--- src/rtl/pcw_pkg.sv ---
// pcw_pkg: register map, field positions and reset values of the socket window configuration
// assumes a byte-wide register port addressed by a 12-bit socket register offset
package pcw_pkg;

    // register indices, reachable at the index itself and at 800h + index (VIEW_EXT upper nibble)
    localparam logic [7:0] IDX_WINDOW_ENABLE = 8'h06;
    localparam logic [7:0] IDX_IO_WINDOW_CONTROL = 8'h07;
    localparam logic [7:0] IDX_IO_WIN0_START_LOW = 8'h08;
    localparam logic [7:0] IDX_IO_WIN0_START_HIGH = 8'h09;
    localparam logic [7:0] IDX_IO_WIN0_END_LOW = 8'h0a;
    localparam logic [7:0] IDX_IO_WIN0_END_HIGH = 8'h0b;
    localparam logic [7:0] IDX_IO_WIN1_START_LOW = 8'h0c;
    localparam logic [7:0] IDX_IO_WIN1_START_HIGH = 8'h0d;
    localparam logic [7:0] IDX_IO_WIN1_END_LOW = 8'h0e;
    localparam logic [7:0] IDX_IO_WIN1_END_HIGH = 8'h0f;

    // upper nibble of the 12-bit offset: plain view and extended view
    localparam logic [3:0] VIEW_COMPAT = 4'h0;
    localparam logic [3:0] VIEW_EXT = 4'h8;

    // window enable register fields
    localparam int IO_WINDOW_ONE_ON = 7;
    localparam int IO_WINDOW_ZERO_ON = 6;
    localparam int WIN_EN_RSVD = 5;
    localparam int MEM_WINDOW_FOUR_ON = 4;
    localparam int MEM_WINDOW_ZERO_ON = 0;
    localparam int MEM_WINDOWS = 5;
    localparam logic [7:0] WIN_EN_WMASK = 8'hdf;

    // io window control fields
    localparam int IO_ONE_LONG_CYCLE = 7;
    localparam int IO_ONE_SHORT_CYCLE = 6;
    localparam int IO_ONE_DYNAMIC_WIDTH = 5;
    localparam int IO_ONE_FIXED_WIDTH = 4;
    localparam int IO_ZERO_LONG_CYCLE = 3;
    localparam int IO_ZERO_SHORT_CYCLE = 2;
    localparam int IO_ZERO_DYNAMIC_WIDTH = 1;
    localparam int IO_ZERO_FIXED_WIDTH = 0;

    // position of the fields inside one window's control nibble
    localparam int NIB_LONG = 3;
    localparam int NIB_SHORT = 2;
    localparam int NIB_DYNAMIC = 1;
    localparam int NIB_FIXED = 0;

    // reset values
    localparam logic [7:0] RST_WINDOW_ENABLE = 8'h00;
    localparam logic [7:0] RST_IO_WINDOW_CONTROL = 8'h00;
    localparam logic [15:0] RST_IO_ADDR = 16'h0000;
    localparam logic [7:0] RST_RDATA = 8'h00;

endpackage : pcw_pkg

--- src/rtl/pcw_window_config.sv ---
// pcw_window_config: window enable, io window control and io window address registers
// of one 16-bit card socket, with the claim decision for host memory and io cycles
// assumes a byte register port on offsets of the socket register space, a one-cycle
// cycle strobe from the host bus and memory address matches made outside this block
//
// Summary of operation
// - disabled window never claims a host cycle
// - enable bits 7,6 open io windows 1,0
// - enable bits 4..0 open memory windows 4..0
// - enable bit 5 reads zero, ignores writes
// - long bit adds wait to 16-bit io
// - short bit trims 8-bit io to three
// - dynamic bit takes width from card signal
// - fixed bit picks 8 or 16 bits
// - start address low bytes at 08h, 0Ch
// - start address high bytes at 09h, 0Dh
// - each register also at base plus 800h
// - io control register read/write, resets zero
// - end addresses at 0Ah/0Bh and 0Eh/0Fh
`timescale 1ns/1ps
`default_nettype none
module pcw_window_config
    import pcw_pkg::*;
(
    // clock and reset
    input wire logic clk,
    input wire logic srst,
    // register port
    input wire logic [11:0] reg_addr,
    input wire logic reg_wr,
    input wire logic reg_rd,
    input wire logic [7:0] reg_wdata,
    output logic [7:0] reg_rdata,
    output logic reg_rvalid,
    // host cycle toward the card
    input wire logic cyc_start,
    input wire logic cyc_io,
    input wire logic [15:0] cyc_addr,
    input wire logic [MEM_WINDOWS-1:0] mem_match,
    input wire logic card_iois16,
    // claim decision
    output logic claim,
    output logic claim_io,
    output logic claim_mem,
    output logic claim_io_win,
    output logic [MEM_WINDOWS-1:0] claim_mem_win,
    output logic io_width16,
    output logic io_long_cycle,
    output logic io_short_cycle,
    // current enables for the memory window decoders
    output logic [MEM_WINDOWS-1:0] mem_window_on
);

    typedef struct packed {
        logic [7:0] win_en;
        logic [7:0] io_ctrl;
        logic [15:0] io0_start;
        logic [15:0] io0_end;
        logic [15:0] io1_start;
        logic [15:0] io1_end;
        logic [7:0] rdata;
        logic rvalid;
        logic claim;
        logic claim_io;
        logic claim_mem;
        logic claim_io_win;
        logic [MEM_WINDOWS-1:0] claim_mem_win;
        logic width16;
        logic long_cyc;
        logic short_cyc;
    } pcw_state_t;

    pcw_state_t state_reg;
    pcw_state_t state_next;

    logic view_ok;
    logic [7:0] idx;
    logic acc_wr;
    logic acc_rd;
    logic [7:0] rd_mux;
    logic [MEM_WINDOWS-1:0] mem_hit;
    logic view_compat;
    logic view_ext;
    logic io_any_hit;
    logic mem_any_hit;

    logic hit0;
    logic hit1;
    logic w16_0;
    logic w16_1;
    logic long0;
    logic long1;
    logic short0;
    logic short1;

    // both views land on the same storage
    assign view_compat = (reg_addr[11:8] == VIEW_COMPAT);
    assign view_ext = (reg_addr[11:8] == VIEW_EXT);
    assign view_ok = view_compat || view_ext;
    assign idx = reg_addr[7:0];
    assign acc_wr = reg_wr && view_ok;
    assign acc_rd = reg_rd && view_ok;

    // io window 0
    pcw_io_match u_io0 (
        .on(state_reg.win_en[IO_WINDOW_ZERO_ON]),
        .ctrl(state_reg.io_ctrl[IO_ZERO_LONG_CYCLE:IO_ZERO_FIXED_WIDTH]),
        .start_addr(state_reg.io0_start),
        .end_addr(state_reg.io0_end),
        .addr(cyc_addr),
        .card_iois16(card_iois16),
        .hit(hit0),
        .width16(w16_0),
        .long_cyc(long0),
        .short_cyc(short0)
    );

    // io window 1
    pcw_io_match u_io1 (
        .on(state_reg.win_en[IO_WINDOW_ONE_ON]),
        .ctrl(state_reg.io_ctrl[IO_ONE_LONG_CYCLE:IO_ONE_FIXED_WIDTH]),
        .start_addr(state_reg.io1_start),
        .end_addr(state_reg.io1_end),
        .addr(cyc_addr),
        .card_iois16(card_iois16),
        .hit(hit1),
        .width16(w16_1),
        .long_cyc(long1),
        .short_cyc(short1)
    );

    // memory matches pass only through enabled windows
    assign mem_hit = mem_match & state_reg.win_en[MEM_WINDOW_FOUR_ON:MEM_WINDOW_ZERO_ON];

    // claim summary of each side
    assign io_any_hit = hit0 || hit1;
    assign mem_any_hit = |mem_hit;

    // read data selection
    always_comb begin
        rd_mux = 8'h00;
        unique case (idx)
            IDX_WINDOW_ENABLE: begin
                rd_mux = state_reg.win_en & WIN_EN_WMASK;
            end
            IDX_IO_WINDOW_CONTROL: begin
                rd_mux = state_reg.io_ctrl;
            end
            IDX_IO_WIN0_START_LOW: begin
                rd_mux = state_reg.io0_start[7:0];
            end
            IDX_IO_WIN0_START_HIGH: begin
                rd_mux = state_reg.io0_start[15:8];
            end
            IDX_IO_WIN0_END_LOW: begin
                rd_mux = state_reg.io0_end[7:0];
            end
            IDX_IO_WIN0_END_HIGH: begin
                rd_mux = state_reg.io0_end[15:8];
            end
            IDX_IO_WIN1_START_LOW: begin
                rd_mux = state_reg.io1_start[7:0];
            end
            IDX_IO_WIN1_START_HIGH: begin
                rd_mux = state_reg.io1_start[15:8];
            end
            IDX_IO_WIN1_END_LOW: begin
                rd_mux = state_reg.io1_end[7:0];
            end
            IDX_IO_WIN1_END_HIGH: begin
                rd_mux = state_reg.io1_end[15:8];
            end
            default: begin
                // unmapped index reads zero
                rd_mux = 8'h00;
            end
        endcase
    end

    // next state
    always_comb begin
        state_next = state_reg;
        state_next.rvalid = 1'b0;

        // register writes
        if (acc_wr) begin
            unique case (idx)
                IDX_WINDOW_ENABLE: begin
                    // reserved bit stays zero
                    state_next.win_en = reg_wdata & WIN_EN_WMASK;
                end
                IDX_IO_WINDOW_CONTROL: begin
                    state_next.io_ctrl = reg_wdata;
                end
                IDX_IO_WIN0_START_LOW: begin
                    state_next.io0_start[7:0] = reg_wdata;
                end
                IDX_IO_WIN0_START_HIGH: begin
                    state_next.io0_start[15:8] = reg_wdata;
                end
                IDX_IO_WIN0_END_LOW: begin
                    state_next.io0_end[7:0] = reg_wdata;
                end
                IDX_IO_WIN0_END_HIGH: begin
                    state_next.io0_end[15:8] = reg_wdata;
                end
                IDX_IO_WIN1_START_LOW: begin
                    state_next.io1_start[7:0] = reg_wdata;
                end
                IDX_IO_WIN1_START_HIGH: begin
                    state_next.io1_start[15:8] = reg_wdata;
                end
                IDX_IO_WIN1_END_LOW: begin
                    state_next.io1_end[7:0] = reg_wdata;
                end
                IDX_IO_WIN1_END_HIGH: begin
                    state_next.io1_end[15:8] = reg_wdata;
                end
                default: begin
                    // writes to unmapped indices are dropped
                    state_next.win_en = state_reg.win_en;
                end
            endcase
        end

        // register reads, data one cycle later
        if (reg_rd) begin
            state_next.rvalid = 1'b1;
            if (acc_rd) begin
                state_next.rdata = rd_mux;
            end else begin
                // unmapped view reads zero
                state_next.rdata = 8'h00;
            end
        end

        // claim decision, held until the next cycle strobe
        if (cyc_start) begin
            state_next.claim_io = 1'b0;
            state_next.claim_mem = 1'b0;
            state_next.claim_io_win = 1'b0;
            state_next.claim_mem_win = '0;
            state_next.width16 = 1'b0;
            state_next.long_cyc = 1'b0;
            state_next.short_cyc = 1'b0;
            if (cyc_io) begin
                // window 0 wins when both windows overlap
                if (hit0) begin
                    state_next.claim_io = 1'b1;
                    state_next.claim_io_win = 1'b0;
                    state_next.width16 = w16_0;
                    state_next.long_cyc = long0;
                    state_next.short_cyc = short0;
                end else if (hit1) begin
                    state_next.claim_io = 1'b1;
                    state_next.claim_io_win = 1'b1;
                    state_next.width16 = w16_1;
                    state_next.long_cyc = long1;
                    state_next.short_cyc = short1;
                end
            end else begin
                state_next.claim_mem = mem_any_hit;
                state_next.claim_mem_win = mem_hit;
            end
            if (cyc_io) begin
                state_next.claim = io_any_hit;
            end else begin
                state_next.claim = mem_any_hit;
            end
        end
    end

    always_ff @(posedge clk) begin
        if (srst) begin
            state_reg <= '0;
            state_reg.win_en <= RST_WINDOW_ENABLE;
            state_reg.io_ctrl <= RST_IO_WINDOW_CONTROL;
            state_reg.io0_start <= RST_IO_ADDR;
            state_reg.io0_end <= RST_IO_ADDR;
            state_reg.io1_start <= RST_IO_ADDR;
            state_reg.io1_end <= RST_IO_ADDR;
            state_reg.rdata <= RST_RDATA;
        end else begin
            state_reg <= state_next;
        end
    end

    // outputs
    assign reg_rdata = state_reg.rdata;
    assign reg_rvalid = state_reg.rvalid;
    assign claim = state_reg.claim;
    assign claim_io = state_reg.claim_io;
    assign claim_mem = state_reg.claim_mem;
    assign claim_io_win = state_reg.claim_io_win;
    assign claim_mem_win = state_reg.claim_mem_win;
    assign io_width16 = state_reg.width16;
    assign io_long_cycle = state_reg.long_cyc;
    assign io_short_cycle = state_reg.short_cyc;
    assign mem_window_on = state_reg.win_en[MEM_WINDOW_FOUR_ON:MEM_WINDOW_ZERO_ON];

endmodule : pcw_window_config
`default_nettype wire

--- src/rtl/pcw_io_match.sv ---
// pcw_io_match: address match and cycle shaping for one io window
// assumes the control nibble of its window and a card width strobe valid with the cycle
`timescale 1ns/1ps
`default_nettype none
module pcw_io_match
    import pcw_pkg::*;
(
    // window setup
    input wire logic on,
    input wire logic [3:0] ctrl,
    input wire logic [15:0] start_addr,
    input wire logic [15:0] end_addr,
    // cycle
    input wire logic [15:0] addr,
    input wire logic card_iois16,
    // result
    output logic hit,
    output logic width16,
    output logic long_cyc,
    output logic short_cyc
);

    always_comb begin
        // no hit without the enable, whatever the address registers hold
        hit = on && (addr >= start_addr) && (addr <= end_addr);
        // dynamic sizing overrides the fixed width bit
        width16 = ctrl[NIB_DYNAMIC] ? card_iois16 : ctrl[NIB_FIXED];
        // extra wait applies to 16-bit cycles only
        long_cyc = width16 && ctrl[NIB_LONG];
        // zero wait applies to 8-bit cycles only
        short_cyc = !width16 && ctrl[NIB_SHORT];
    end

endmodule : pcw_io_match
`default_nettype wire

--- config.mk ---
export PLATFORM = sky130hd
export DESIGN_NAME = pcw_window_config
export DESIGN_NICKNAME = d
export VERILOG_FILES = /design/src/rtl/pcw_pkg.sv /design/src/rtl/pcw_window_config.sv /design/src/rtl/pcw_io_match.sv
export SDC_FILE = /design/constraint.sdc
export NUM_CORES = 1
export LEC_CHECK = 0
export BUFFER_PORTS_ARGS = -buffer_cell sky130_fd_sc_hd__buf_2
export CORE_ASPECT_RATIO = 0.9
export CORE_MARGIN = 10
export CORE_UTILIZATION = 53
export DETAILED_ROUTE_END_ITERATION = 12
export PLACE_DENSITY = 0.77
export SLEW_MARGIN = 0
export SYNTH_ARGS = -nofsm -noshare
export SYNTH_HDL_FRONTEND = slang
export SYNTH_SLANG_ARGS = --single-unit
export TNS_END_PERCENT = 30
--- constraint.sdc ---
create_clock -name clk -period 2.2 [get_ports clk]
set_clock_uncertainty 0.05 [all_clocks]
set_input_delay 0.11 -clock clk [delete_from_list [all_inputs] [get_ports clk]]
set_output_delay 0.11 -clock clk [all_outputs]
set_load 0.03 [all_outputs]
==> results of run 1 <==
-- power groups by stage --
stage / registers [uW] / clock network, uW / logic, uW
6_report: 1810 / 1640 / 404
2_1_floorplan: 1850 / 0 / 188
3_3_place_gp: 1850 / 0 / 349
3_5_place_dp: 1850 / 0 / 363
5_1_grt: 1810 / 1730 / 438
4_1_cts: 1810 / 1660 / 383
-- cell usage in the layout, fill, tap and decap left out, types with 6 or more instances in the layout --
cell       count
dfxtp_1       90
a21o_1         6
buf_4         77
nor2_1        52
buf_2         72
ha_1          55
nand2_1       86
nand2b_1      10
nand4_1       10
dfxtp_2       10
a41o_1         7
a22oi_1       25
nor3_4         6
nand3_1       47
a22o_1         7
mux2i_1       35
ha_4           9
inv_1         59
a221oi_1       8
a21oi_1       75
clkbuf_16      9
-- what timing repair did --
action | 4_1_cts | 5_1_grt
setup buffers | 0 | 1
endpoints found under the setup margin | 6 | 6
hold buffers | 5 | 0
gates resized for setup | 22 | 13
endpoints found under the hold margin | 5 | 0
pin swaps | 12 | 9
-- cells by family (layout without fill, tap and decap cells) --
| kind of cell | after synthesis | in the layout | synth area share (%) |
|---|---|---|---|
| AOI/OAI and AO/OA | 168 | 168 | 18.35 |
| other | 0 | 1 | 0 |
| DFF | 100 | 100 | 33.60 |
| muxes | 35 | 35 | 5.880 |
| adders and majority gates | 64 | 64 | 13.44 |
| buffers and inverters | 114 | 236 | 8.610 |
| and+or+nand+nor | 235 | 235 | 20.12 |
-- worst max-delay path, delay by kind of cell (launching register included) --
family | cells | cell delay (ns)
AOI/OAI and AO/OA | 3 | 0.42
and+or+nand+nor | 3 | 0.83
DFF | 1 | 0.32
adders and majority gates | 1 | 0.21
buffers and inverters | 3 | 0.39
-- final cells by class --
type / count / area [sq um] / area share, %
Antenna cell: 1 / 2.502 / 0.03379
Clock buffer: 10 / 239.0 / 3.227
Clock inverter: 5 / 61.31 / 0.8278
Inverter: 64 / 240.2 / 3.244
Multi-Input combinational cell: 502 / 3610 / 48.74
Sequential cell: 100 / 2014 / 27.20
Tap cell: 152 / 190.2 / 2.568
Timing Repair Buffer: 157 / 1049 / 14.16
-- routing by layer --
metal,part of all wire (%),vias up
met1,40,2831
met4,4.8,0
met3,9.7,86
li1,-,2762
met2,45,332
met5,0,-
-- per-stage QoR --
stage | utilization [%] | setup TNS (ns) | cell area, sq um
6_report | 67.94 | -0.2369 | 7406
5_1_grt | 67.94 | -0.7211 | 7406
2_1_floorplan | - | 0 | 5958
3_5_place_dp | 62.99 | -0.7986 | 6867
4_1_cts | 67.25 | -0.1953 | 7331
3_3_place_gp | 62.99 | -0.6184 | 6867
-- how the worst min path moves through the flow --
stage	depth (start not counted)	startpoint	slack, ns	endpoint
after global routing	4	cyc_start	0.04	claim_io
final	4	cyc_start	0.03	claim_io
after detailed placement	3	mem_match[1]	0.35	claim_mem_win[1]
after CTS	4	cyc_start	0.03	claim_io
after global placement	3	mem_match[4]	0.33	claim_mem_win[4]
after floorplan	2	reg_rd	0.22	reg_rvalid
==> flow_summary_export.csv, run 1 <==
group,metric,value,unit
sta,whs,0.03338,ns
critical_path,start_kind,"flop",
critical_path,crit_fanout,4,
drt,num_vias,6011,
critical_path,r2r_start,"state_reg[35]",
pwr,power,3858,uW
final_layout,stdcell_count,991,
sta,max_freq,434.8,MHz
drt,wl_per_cell,20.72,um
placement,portBuffers,72,
sta,setup_ws,-0.1001,ns
critical_path,critPathArrivalTime,2.54,ns
logic_synthesis,ys_warn_count,0,
pwr,clkPwrFrac,42.6,%
floorplanning,die_x,131.8,um
critical_path,crit_start,"state_reg[35]",
global_routing,grt-ovfl-total,0,
final_layout,nFillCells,922,
logic_synthesis,synth-main-ff-cell,"dfxtp_1",
cts,clockBufferDepth,2,
logic_synthesis,synth_cells,716,
drt,final_antenna_net_count,0,
run,cap_violations,0,
drt,routed_wl,20.54,mm
global_routing,grt_pass1_wl,32.31,mm
logic_synthesis,syn_avg_cell_area,8.322,sq um
logic_synthesis,synth_area,5958,sq um
sta,rsz0062_at_grt,"true",
sta,finalSetupViolations,4,
floorplanning,core,10900,sq um
min_path,hold_path_class,"in2reg",
sta,finalHoldViolCount,0,
global_routing,grt_pass1_vias,6000,
placement,gp_congestion,1.004,
global_routing,antenna_found_initial,1,
drt,first_iter_violations,720,
final_layout,largest_register_ffs,74,
cts,cts-root-buf,"clkbuf_16",
pwr,p_int,2881,uW
global_routing,grt_max_degree,88,
pwr,seq_power_share,46.9,%
sta,slew_viol_final,0,
sta,tightest_slew,0.6051,ns
global_routing,use_met3,8.237,%
final_layout,syn_to_final_growth,24.30,%
floorplanning,initial_core_util,54.66,%
final_layout,fin_nets,946,
placement,dp.cells,969,
critical_path,cp_slowest_stage_delay,0.54,ns
floorplanning,fp.dieH,120.6,um
logic_synthesis,synthDominantCellAreaShare,33.60,%
critical_path,rr_endpoint,"io_short_cycle",
critical_path,crit_path_frequent_cell,"buf_4",
floorplanning,pin_count,74,
critical_path,critPathSlowestCell,"or4b_4",
placement,hpwl,15.56,mm
logic_synthesis,synth_edf_count,0,
cts,htree_levels,3,
critical_path,reg2reg_slack,-0.10,ns
run_status,run_status,"finished with violations",
logic_synthesis,ys_seq_area_share,33.60,%
pwr,p_leak,0.002768,uW
pwr,power_switching_share,25.33,%
drt,drc_errors,0,
pwr,power.density,520.9,nW/um^2
critical_path,path_class,"reg2reg",
global_routing,grt_use_met2,40.09,%
sta,period_minus_slack,2.300,ns
cts,cts_tree,"done",
critical_path,reg2reg_depth,10,
final_layout,drive_above_1_share,25.78,%
logic_synthesis,synthTopCellsByCount,"dfxtp_1, nand2_1, a21oi_1, ha_1, inv_1",
logic_synthesis,async_reset_ff_share,0,%
critical_path,crit_required,2.44,ns
drt,drtPass1Iterations,5,
cts,clkTransAtPathRegs,0.07,ns
global_routing,globalRouteTotalUtil,25.57,%
critical_path,crit_path_cell_trace,"inv_1 -> ha_4 -> nand4_1 -> buf_4 -> a21oi_1 -> or4b_4 -> a32oi_2 -> buf_4 -> nand3b_1 -> o211ai_1",
logic_synthesis,netlist.top_cell.by_area,"dfxtp_1",
cts,cts.sinks,100,
logic_synthesis,synth.area.top_cells,"dfxtp_1, ha_1, a21oi_1, mux2i_1, nand2_1",
critical_path,end_kind,"flop",
pwr,comb_power_share,10.5,%
cts,clk_latency,0.36,ns
critical_path,crit_path_end,"io_short_cycle",
floorplanning,die_area,15890,sq um
logic_synthesis,ys_seq_elements,100,
drt,vias_per_cell,6.066,
run_status,violations,"negative setup slack",
global_routing,grt-busiest-layer,"met2",
logic_synthesis,ys_types,52,
logic_synthesis,synth_fp_nets,828,
pwr,peakVddDrop,0.0005552,V
floorplanning,num_rows,36,
cts,cts_made_buffers,9,
sta,slew_headroom,59.66,%
placement,post-place-ws,-0.1710,ns
global_routing,grt_use_met1,31.29,%
logic_synthesis,yosysMostFrequentCell,"dfxtp_1",
sta,period_share,104.6,%
pwr,p_sw,977.3,uW
No activity file was read; power rests on OpenSTA's default activity.
==> run 2: changes to the inputs <==
--- a/config.mk
+++ b/config.mk
@@ -8,11 +8,12 @@
 export BUFFER_PORTS_ARGS = -buffer_cell sky130_fd_sc_hd__buf_2
 export CORE_ASPECT_RATIO = 0.9
 export CORE_MARGIN = 10
-export CORE_UTILIZATION = 53
+export CORE_UTILIZATION = 54
 export DETAILED_ROUTE_END_ITERATION = 12
-export PLACE_DENSITY = 0.77
+export PLACE_DENSITY = 0.78
 export SLEW_MARGIN = 0
 export SYNTH_ARGS = -nofsm -noshare
 export SYNTH_HDL_FRONTEND = slang
+export SYNTH_HIERARCHICAL = 1
 export SYNTH_SLANG_ARGS = --single-unit
 export TNS_END_PERCENT = 30
==> run 2 against run 1 <==
  * Non-clock buffer count increased by 22
  * Sequential share of layout area shrank 1.8 points
  * The flow still finishes with violations (negative setup slack)
  * Sequential power barely moved
  * Critical path depth up 1
  * Clock power is 7% higher
  * Worst hold slack got worse by 0.022 ns
  * Worst setup slack worse by 0.31 ns
  * Cell count rose by 1.9%
  * Largest cell class unchanged
  * Routed wire length fell by 2.8%
  * Maximum frequency decreased by 12%
  * Utilization increased by 1.4 points
==> flow_summary_export.csv, run 2 <==
group,metric,value,unit
min_path,min_from,"mem_match[0]",
drt,wl_met3,1.561,mm
logic_synthesis,synthDominantCellAreaShare,31.63,%
logic_synthesis,ys_seq_area_share,31.63,%
drt,routed_wl,19.96,mm
cts,clkTransAtPathRegs,0.07,ns
placement,gp_congestion,0.9692,
logic_synthesis,synth_fp_nets,817,
drt,first_iter_violations,610,
final_layout,layout_common_cells,"buf_4, mux2i_1, dfxtp_1",
sta,rsz0062_at_grt,"true",
final_layout,diodes,0,
sta,finalSetupTns,-2.027,ns
cts,clk_latency,0.35,ns
critical_path,crit_start,"state_reg[46]",
final_layout,fin_nets,961,
critical_path,crit_path_cell_trace,"inv_1 -> ha_1 -> a21oi_1 -> o21ai_0 -> a211oi_1 -> or3_1 -> a22oi_2 -> nand2_2 -> nor3_4 -> nand2_1 -> a21oi_2",
logic_synthesis,ys_seq_elements,100,
sta,tightest_slew,0.6788,ns
pwr,peakVddDrop,0.0004351,V
logic_synthesis,netlist.top_cell.by_area,"dfxtp_1",
drt,drtPass1Iterations,5,
critical_path,crit_required,2.43,ns
logic_synthesis,yosysMostFrequentCell,"dfxtp_1",
critical_path,start_kind,"flop",
sta,slew_headroom,54.61,%
sta,slew_viol_final,0,
logic_synthesis,ys_warn_count,6,
critical_path,r2r_start,"state_reg[46]",
cts,htree_levels,3,
final_layout,syn_to_final_growth,25.20,%
critical_path,end_kind,"flop",
pwr,power,4012,uW
logic_synthesis,syn_avg_cell_area,8.978,sq um
critical_path,path_class,"reg2reg",
cts,cts_tree,"done",
global_routing,globalRouteTotalUtil,23.72,%
drt,highest_layer,"met4",
sta,period_share,118.6,%
drt,wirelength_met1,8.245,mm
sta,max_freq,383.3,MHz
run_status,violations,"negative setup slack",
global_routing,grt_pass1_wl,31.05,mm
floorplanning,die_x,134.1,um
drt,final_antenna_net_count,0,
drt,drc_errors,0,
logic_synthesis,synth_cells,705,
sta,period_minus_slack,2.609,ns
logic_synthesis,synth_area,6330,sq um
sta,finalSetupViolations,6,
global_routing,antenna_found_initial,0,
floorplanning,num_rows,37,
floorplanning,die_area,16460,sq um
final_layout,largest_register_ffs,74,
floorplanning,initial_core_util,55.36,%
critical_path,cp_slowest_stage_delay,0.42,ns
drt,wl_per_cell,19.76,um
placement,hpwl,15.26,mm
critical_path,critPathSlowestCell,"or3_1",
drt,num_vias,5879,
drt,vias_per_cell,5.821,
logic_synthesis,synth.area.top_cells,"dfxtp_1, mux2i_1, ha_1, nand2b_1, inv_1",
critical_path,crit_fanout,4,
cts,cts-root-buf,"clkbuf_16",
logic_synthesis,ys_types,58,
sta,finalHoldViolCount,0,
run,cap_violations,0,
placement,portBuffers,72,
run_status,run_status,"finished with violations",
global_routing,grt_pass1_vias,6073,
logic_synthesis,synth-main-ff-cell,"dfxtp_1",
cts,cts_made_buffers,9,
cts,cts.sinks,100,
floorplanning,core,11430,sq um
final_layout,drive_above_1_share,28.34,%
final_layout,utilization,69.31,%
final_layout,final_common_cell,"buf_4",
pwr,power.density,506.3,nW/um^2
logic_synthesis,async_reset_ff_share,0,%
sta,setup_ws,-0.4088,ns
logic_synthesis,synth_edf_count,0,
sta,whs,0.01181,ns
logic_synthesis,synthTopCellsByCount,"dfxtp_1, mux2i_1, inv_1, nor2_1, ha_1",
critical_path,critPathArrivalTime,2.84,ns
cts,clockBufferDepth,2,
drt,wl_met2,9.463,mm
min_path,hold_path_class,"in2reg",
pwr,p_leak,0.003531,uW
global_routing,grt_max_degree,109,
floorplanning,fp.dieH,122.7,um
floorplanning,pin_count,74,
global_routing,grt-ovfl-total,0,
-- run 2: through the flow --
| stage | cells | setup slack (ns) | cell area [sq um] |
|---|---|---|---|
| 5_1_grt | 1010 | -0.4977 | 7925 |
| 6_report | 1010 | -0.4088 | 7925 |
| 2_1_floorplan | 705 | -0.09801 | 6362 |
| 3_3_place_gp | 986 | -0.2470 | 7421 |
| 3_5_place_dp | 986 | -0.3558 | 7421 |
| 4_1_cts | 1008 | -0.3316 | 7826 |
-- run 2: logic make-up after synthesis --
logic type	count (synthesis)	share of synthesized area [%]
simple gates	214	18.13
compound gates	109	11.84
fa+ha+maj	64	12.65
flops	100	31.63
buf+inv	114	8.025
mux	104	17.73
-- run 2: worst max-delay path: cells and delay by family, from the launching register on --
family	cells	cell delay, ns
AOI/OAI and AO/OA	5	0.88
and+or+nand+nor	4	0.85
DFF	1	0.38
adders and majority gates	1	0.30
buffers and inverters	1	0.07
-- run 2: worst paths after layout --
kind         slack [ns]  depth (start not counted)               end
min                0.01                          3  claim_mem_win[0]
max reg2reg       -0.41                         11     io_long_cycle
min reg2reg        0.42                          2          claim_io
max               -0.41                         11     io_long_cycle
-- run 2: per-layer routing --
metal	track usage, %	vias to the layer above
li1	-	2758
met1	27.68	2796
met2	39.82	276
met3	7.557	49
met4	9.715	0
met5	0	-
-- run 2: what timing repair did --
| action | CTS | global route |
|---|---|---|
| pin swaps | 7 | 11 |
| setup endpoints to repair | 6 | 6 |
| hold buffers | 3 | 0 |
| hold endpoints to repair | 3 | 0 |
| setup buffers | 3 | 2 |
| resized for setup | 9 | 18 |
-- run 2: final cells by class --
cell class	count	area [sq um]
inverters	68	255.2
clock inverters	7	97.59
multi-input cells	491	3956
fillers	891	3510
repair buffers	179	1184
clock buffers	9	225.2
flip-flops and latches	100	2012
well taps	156	195.2
-- run 2: where the power goes --
group          switching, uW  total [uW]  internal [uW]
registers              0.433        1810           1810
clock network            745        1750           1000
logic                    265         453            188
==> run 3: changes to the inputs <==
--- a/config.mk
+++ b/config.mk
@@ -8,9 +8,9 @@
 export BUFFER_PORTS_ARGS = -buffer_cell sky130_fd_sc_hd__buf_2
 export CORE_ASPECT_RATIO = 0.9
 export CORE_MARGIN = 10
-export CORE_UTILIZATION = 54
+export CORE_UTILIZATION = 61
 export DETAILED_ROUTE_END_ITERATION = 12
-export PLACE_DENSITY = 0.78
+export PLACE_DENSITY = 0.83
 export SLEW_MARGIN = 0
 export SYNTH_ARGS = -nofsm -noshare
 export SYNTH_HDL_FRONTEND = slang
==> constraint.sdc (replaced) <==
create_clock -name clk -period 3.2 [get_ports clk]
set_clock_uncertainty 0.05 [all_clocks]
set_input_delay 0.16 -clock clk [delete_from_list [all_inputs] [get_ports clk]]
set_output_delay 0.16 -clock clk [all_outputs]
set_load 0.03 [all_outputs]
==> run 3 against run 2 <==
  * The flow now finishes without violations
  * Cell count fell by 13%
  * Routed wire length down 8.5%
  * Via count decreased by 5.9%
  * Global-route usage increased by 0.69 points
  * Sequential share of layout area up 3.3 points
  * Critical endpoint unchanged
==> flow_summary_export.csv, run 3 (same netlist as run 2, synthesis figures left out) <==
group,metric,value,unit
final_layout,fin_nets,858,
pwr,seq_power_share,45.3,%
drt,drtPass1Iterations,6,
floorplanning,fp.dieH,116.6,um
critical_path,crit_cells,10,
global_routing,grt_max_degree,62,
placement,gp_congestion,0.9776,
final_layout,layout_common_cells,"dfxtp_1, mux2i_1, buf_2",
final_layout,seqCellArea,2002,sq um
floorplanning,core,10200,sq um
sta,finalSetupTns,0,ns
cts,cts_tree,"done",
sta,setup_ws,0.1977,ns
floorplanning,die_x,127.4,um
pwr,clkPwrFrac,45.0,%
critical_path,end_kind,"flop",
placement,portBuffers,72,
critical_path,crit_start,"state_reg[30]",
final_layout,drive_above_1_share,15.05,%
final_layout,diodes,0,
cts,cts_made_buffers,9,
critical_path,cp_slowest_stage_delay,0.51,ns
critical_path,crit_fanout,4,
floorplanning,initial_core_util,62.04,%
drt,routed_wl,18.26,mm
sta,rsz0062_at_grt,"false",
critical_path,crit_buf_inv,1,
sta,finalHoldViolCount,0,
sta,finalSetupViolations,0,
pwr,p_sw,683.0,uW
pwr,power.density,394.4,nW/um^2
critical_path,path_class,"reg2reg",
floorplanning,die_area,14860,sq um
final_layout,stdcell_count,880,
critical_path,crit_path_cell_trace,"inv_1 -> ha_1 -> nand4_1 -> or4_1 -> or3_1 -> a22oi_1 -> nand2_1 -> nor3_1 -> nand2_1 -> a21oi_1",
pwr,comb_power_share,9.7,%
sta,max_freq,333.1,MHz
global_routing,globalRouteTotalUtil,24.40,%
final_layout,largest_register_ffs,74,
final_layout,nFillCells,828,
critical_path,cp_top_family,"simple AND/OR/NAND/NOR gates",
pwr,peakVddDrop,0.0004230,V
cts,cts-resized-gates,0,
cts,clkTransAtPathRegs,0.07,ns
critical_path,critPathSlowestCell,"or4_1",
critical_path,r2r_start,"state_reg[30]",
drt,vias_per_cell,6.284,
critical_path,crit_path_frequent_cell,"nand2_1",
run_status,run_status,"finished clean",
run,cap_violations,0,
final_layout,multi_input_area,3820,sq um
drt,num_vias,5530,
drt,first_iter_violations,583,
sta,period_minus_slack,3.002,ns
cts,cts_setup_buffers,0,
floorplanning,pin_count,74,
critical_path,start_kind,"flop",
cts,clk_latency,0.35,ns
min_path,hold_path_class,"in2reg",
sta,slew_viol_final,0,
global_routing,antenna_found_initial,0,
global_routing,grt_pass1_vias,5566,
placement,post-place-ws,0.2790,ns
cts,htree_levels,3,
placement,dp.cells,864,
sta,period_share,93.82,%
pwr,p_leak,0.003003,uW
placement,hpwl,13.95,mm
cts,clockBufferDepth,2,
pwr,power_switching_share,24.85,%
global_routing,grt_pass1_wl,29.02,mm
cts,cts_hold_buf,0,
critical_path,crit_required,3.43,ns
drt,drc_errors,0,
global_routing,grt-ovfl-total,0,
drt,wl_per_cell,20.75,um
pwr,p_int,2065,uW
critical_path,reg2reg_depth,10,
sta,slew_headroom,34.61,%
min_path,min_from,"mem_match[1]",
sta,tightest_slew,0.9809,ns
final_layout,syn_to_final_growth,10.08,%
cts,cts-root-buf,"clkbuf_16",
min_path,hold_depth,3,
cts,cts.sinks,100,
final_layout,final_common_cell,"dfxtp_1",
critical_path,critPathArrivalTime,3.23,ns
drt,final_antenna_net_count,0,
floorplanning,num_rows,35,
-- run 3: cell count changes in the layout (fill, tap and decap cells not counted), moves of 3 or more --
cell / delta
a21oi_1: +3
a21oi_2: -3
buf_4: -99
dfxtp_1: +8
dfxtp_2: -8
dlygate4sd3_1: -3
ha_1: +6
ha_4: -6
-- run 3: layout make-up --
type,instances,share of cell area (%)
clock inverter,6,1.437
timing repair buffer,76,5.602
sequential,100,28.73
inverter,68,3.663
multi-input combinational,491,54.82
tap,129,2.316
clock buffer,10,3.430
-- run 3: worst min-delay path: cells and delay by family --
| family | cells | cell delay (ns) |
|---|---|---|
| buffers and inverters | 1 | 0.09 |
| AND/OR/NAND/NOR | 1 | 0.07 |
| AO/OA/AOI/OAI | 1 | 0.09 |
-- run 3: final timing paths --
| check | end | slack (ns) |
|---|---|---|
| setup / recovery | io_long_cycle | 0.20 |
| hold / removal | claim_mem_win[1] | 0.04 |
| setup reg to reg | io_long_cycle | 0.20 |
| hold reg to reg | claim_io | 0.42 |
-- run 3: per-stage QoR --
stage	total power, uW	hold slack (ns)	utilization, %	instance area [sq um]
after floorplan	1426	0.2539	-	6330
after global placement	1513	0.3836	64.97	6629
after detailed placement	1528	0.4069	64.97	6629
after CTS	2746	0.04029	68.29	6968
after global routing	2825	0.05741	68.29	6968
final	2748	0.04159	68.29	6968
-- run 3: layer usage --
metal	up-vias	share of wire, %	wire (um)	GRT usage [%]
met5	-	0	0	0
met2	297	45	8301	39.34
li1	2557	-	-	-
met4	0	4.0	739	10.99
met3	61	9.6	1755	6.125
met1	2615	41	7463	30.22
-- run 3: power groups by stage --
| stage | clock [uW] | combinational [uW] | sequential, uW |
|---|---|---|---|
| 2_1_floorplan | 0 | 151 | 1270 |
| 3_3_place_gp | 0 | 240 | 1270 |
| 3_5_place_dp | 0 | 254 | 1270 |
| 4_1_cts | 1240 | 259 | 1240 |
| 5_1_grt | 1290 | 289 | 1240 |
| 6_report | 1240 | 268 | 1240 |
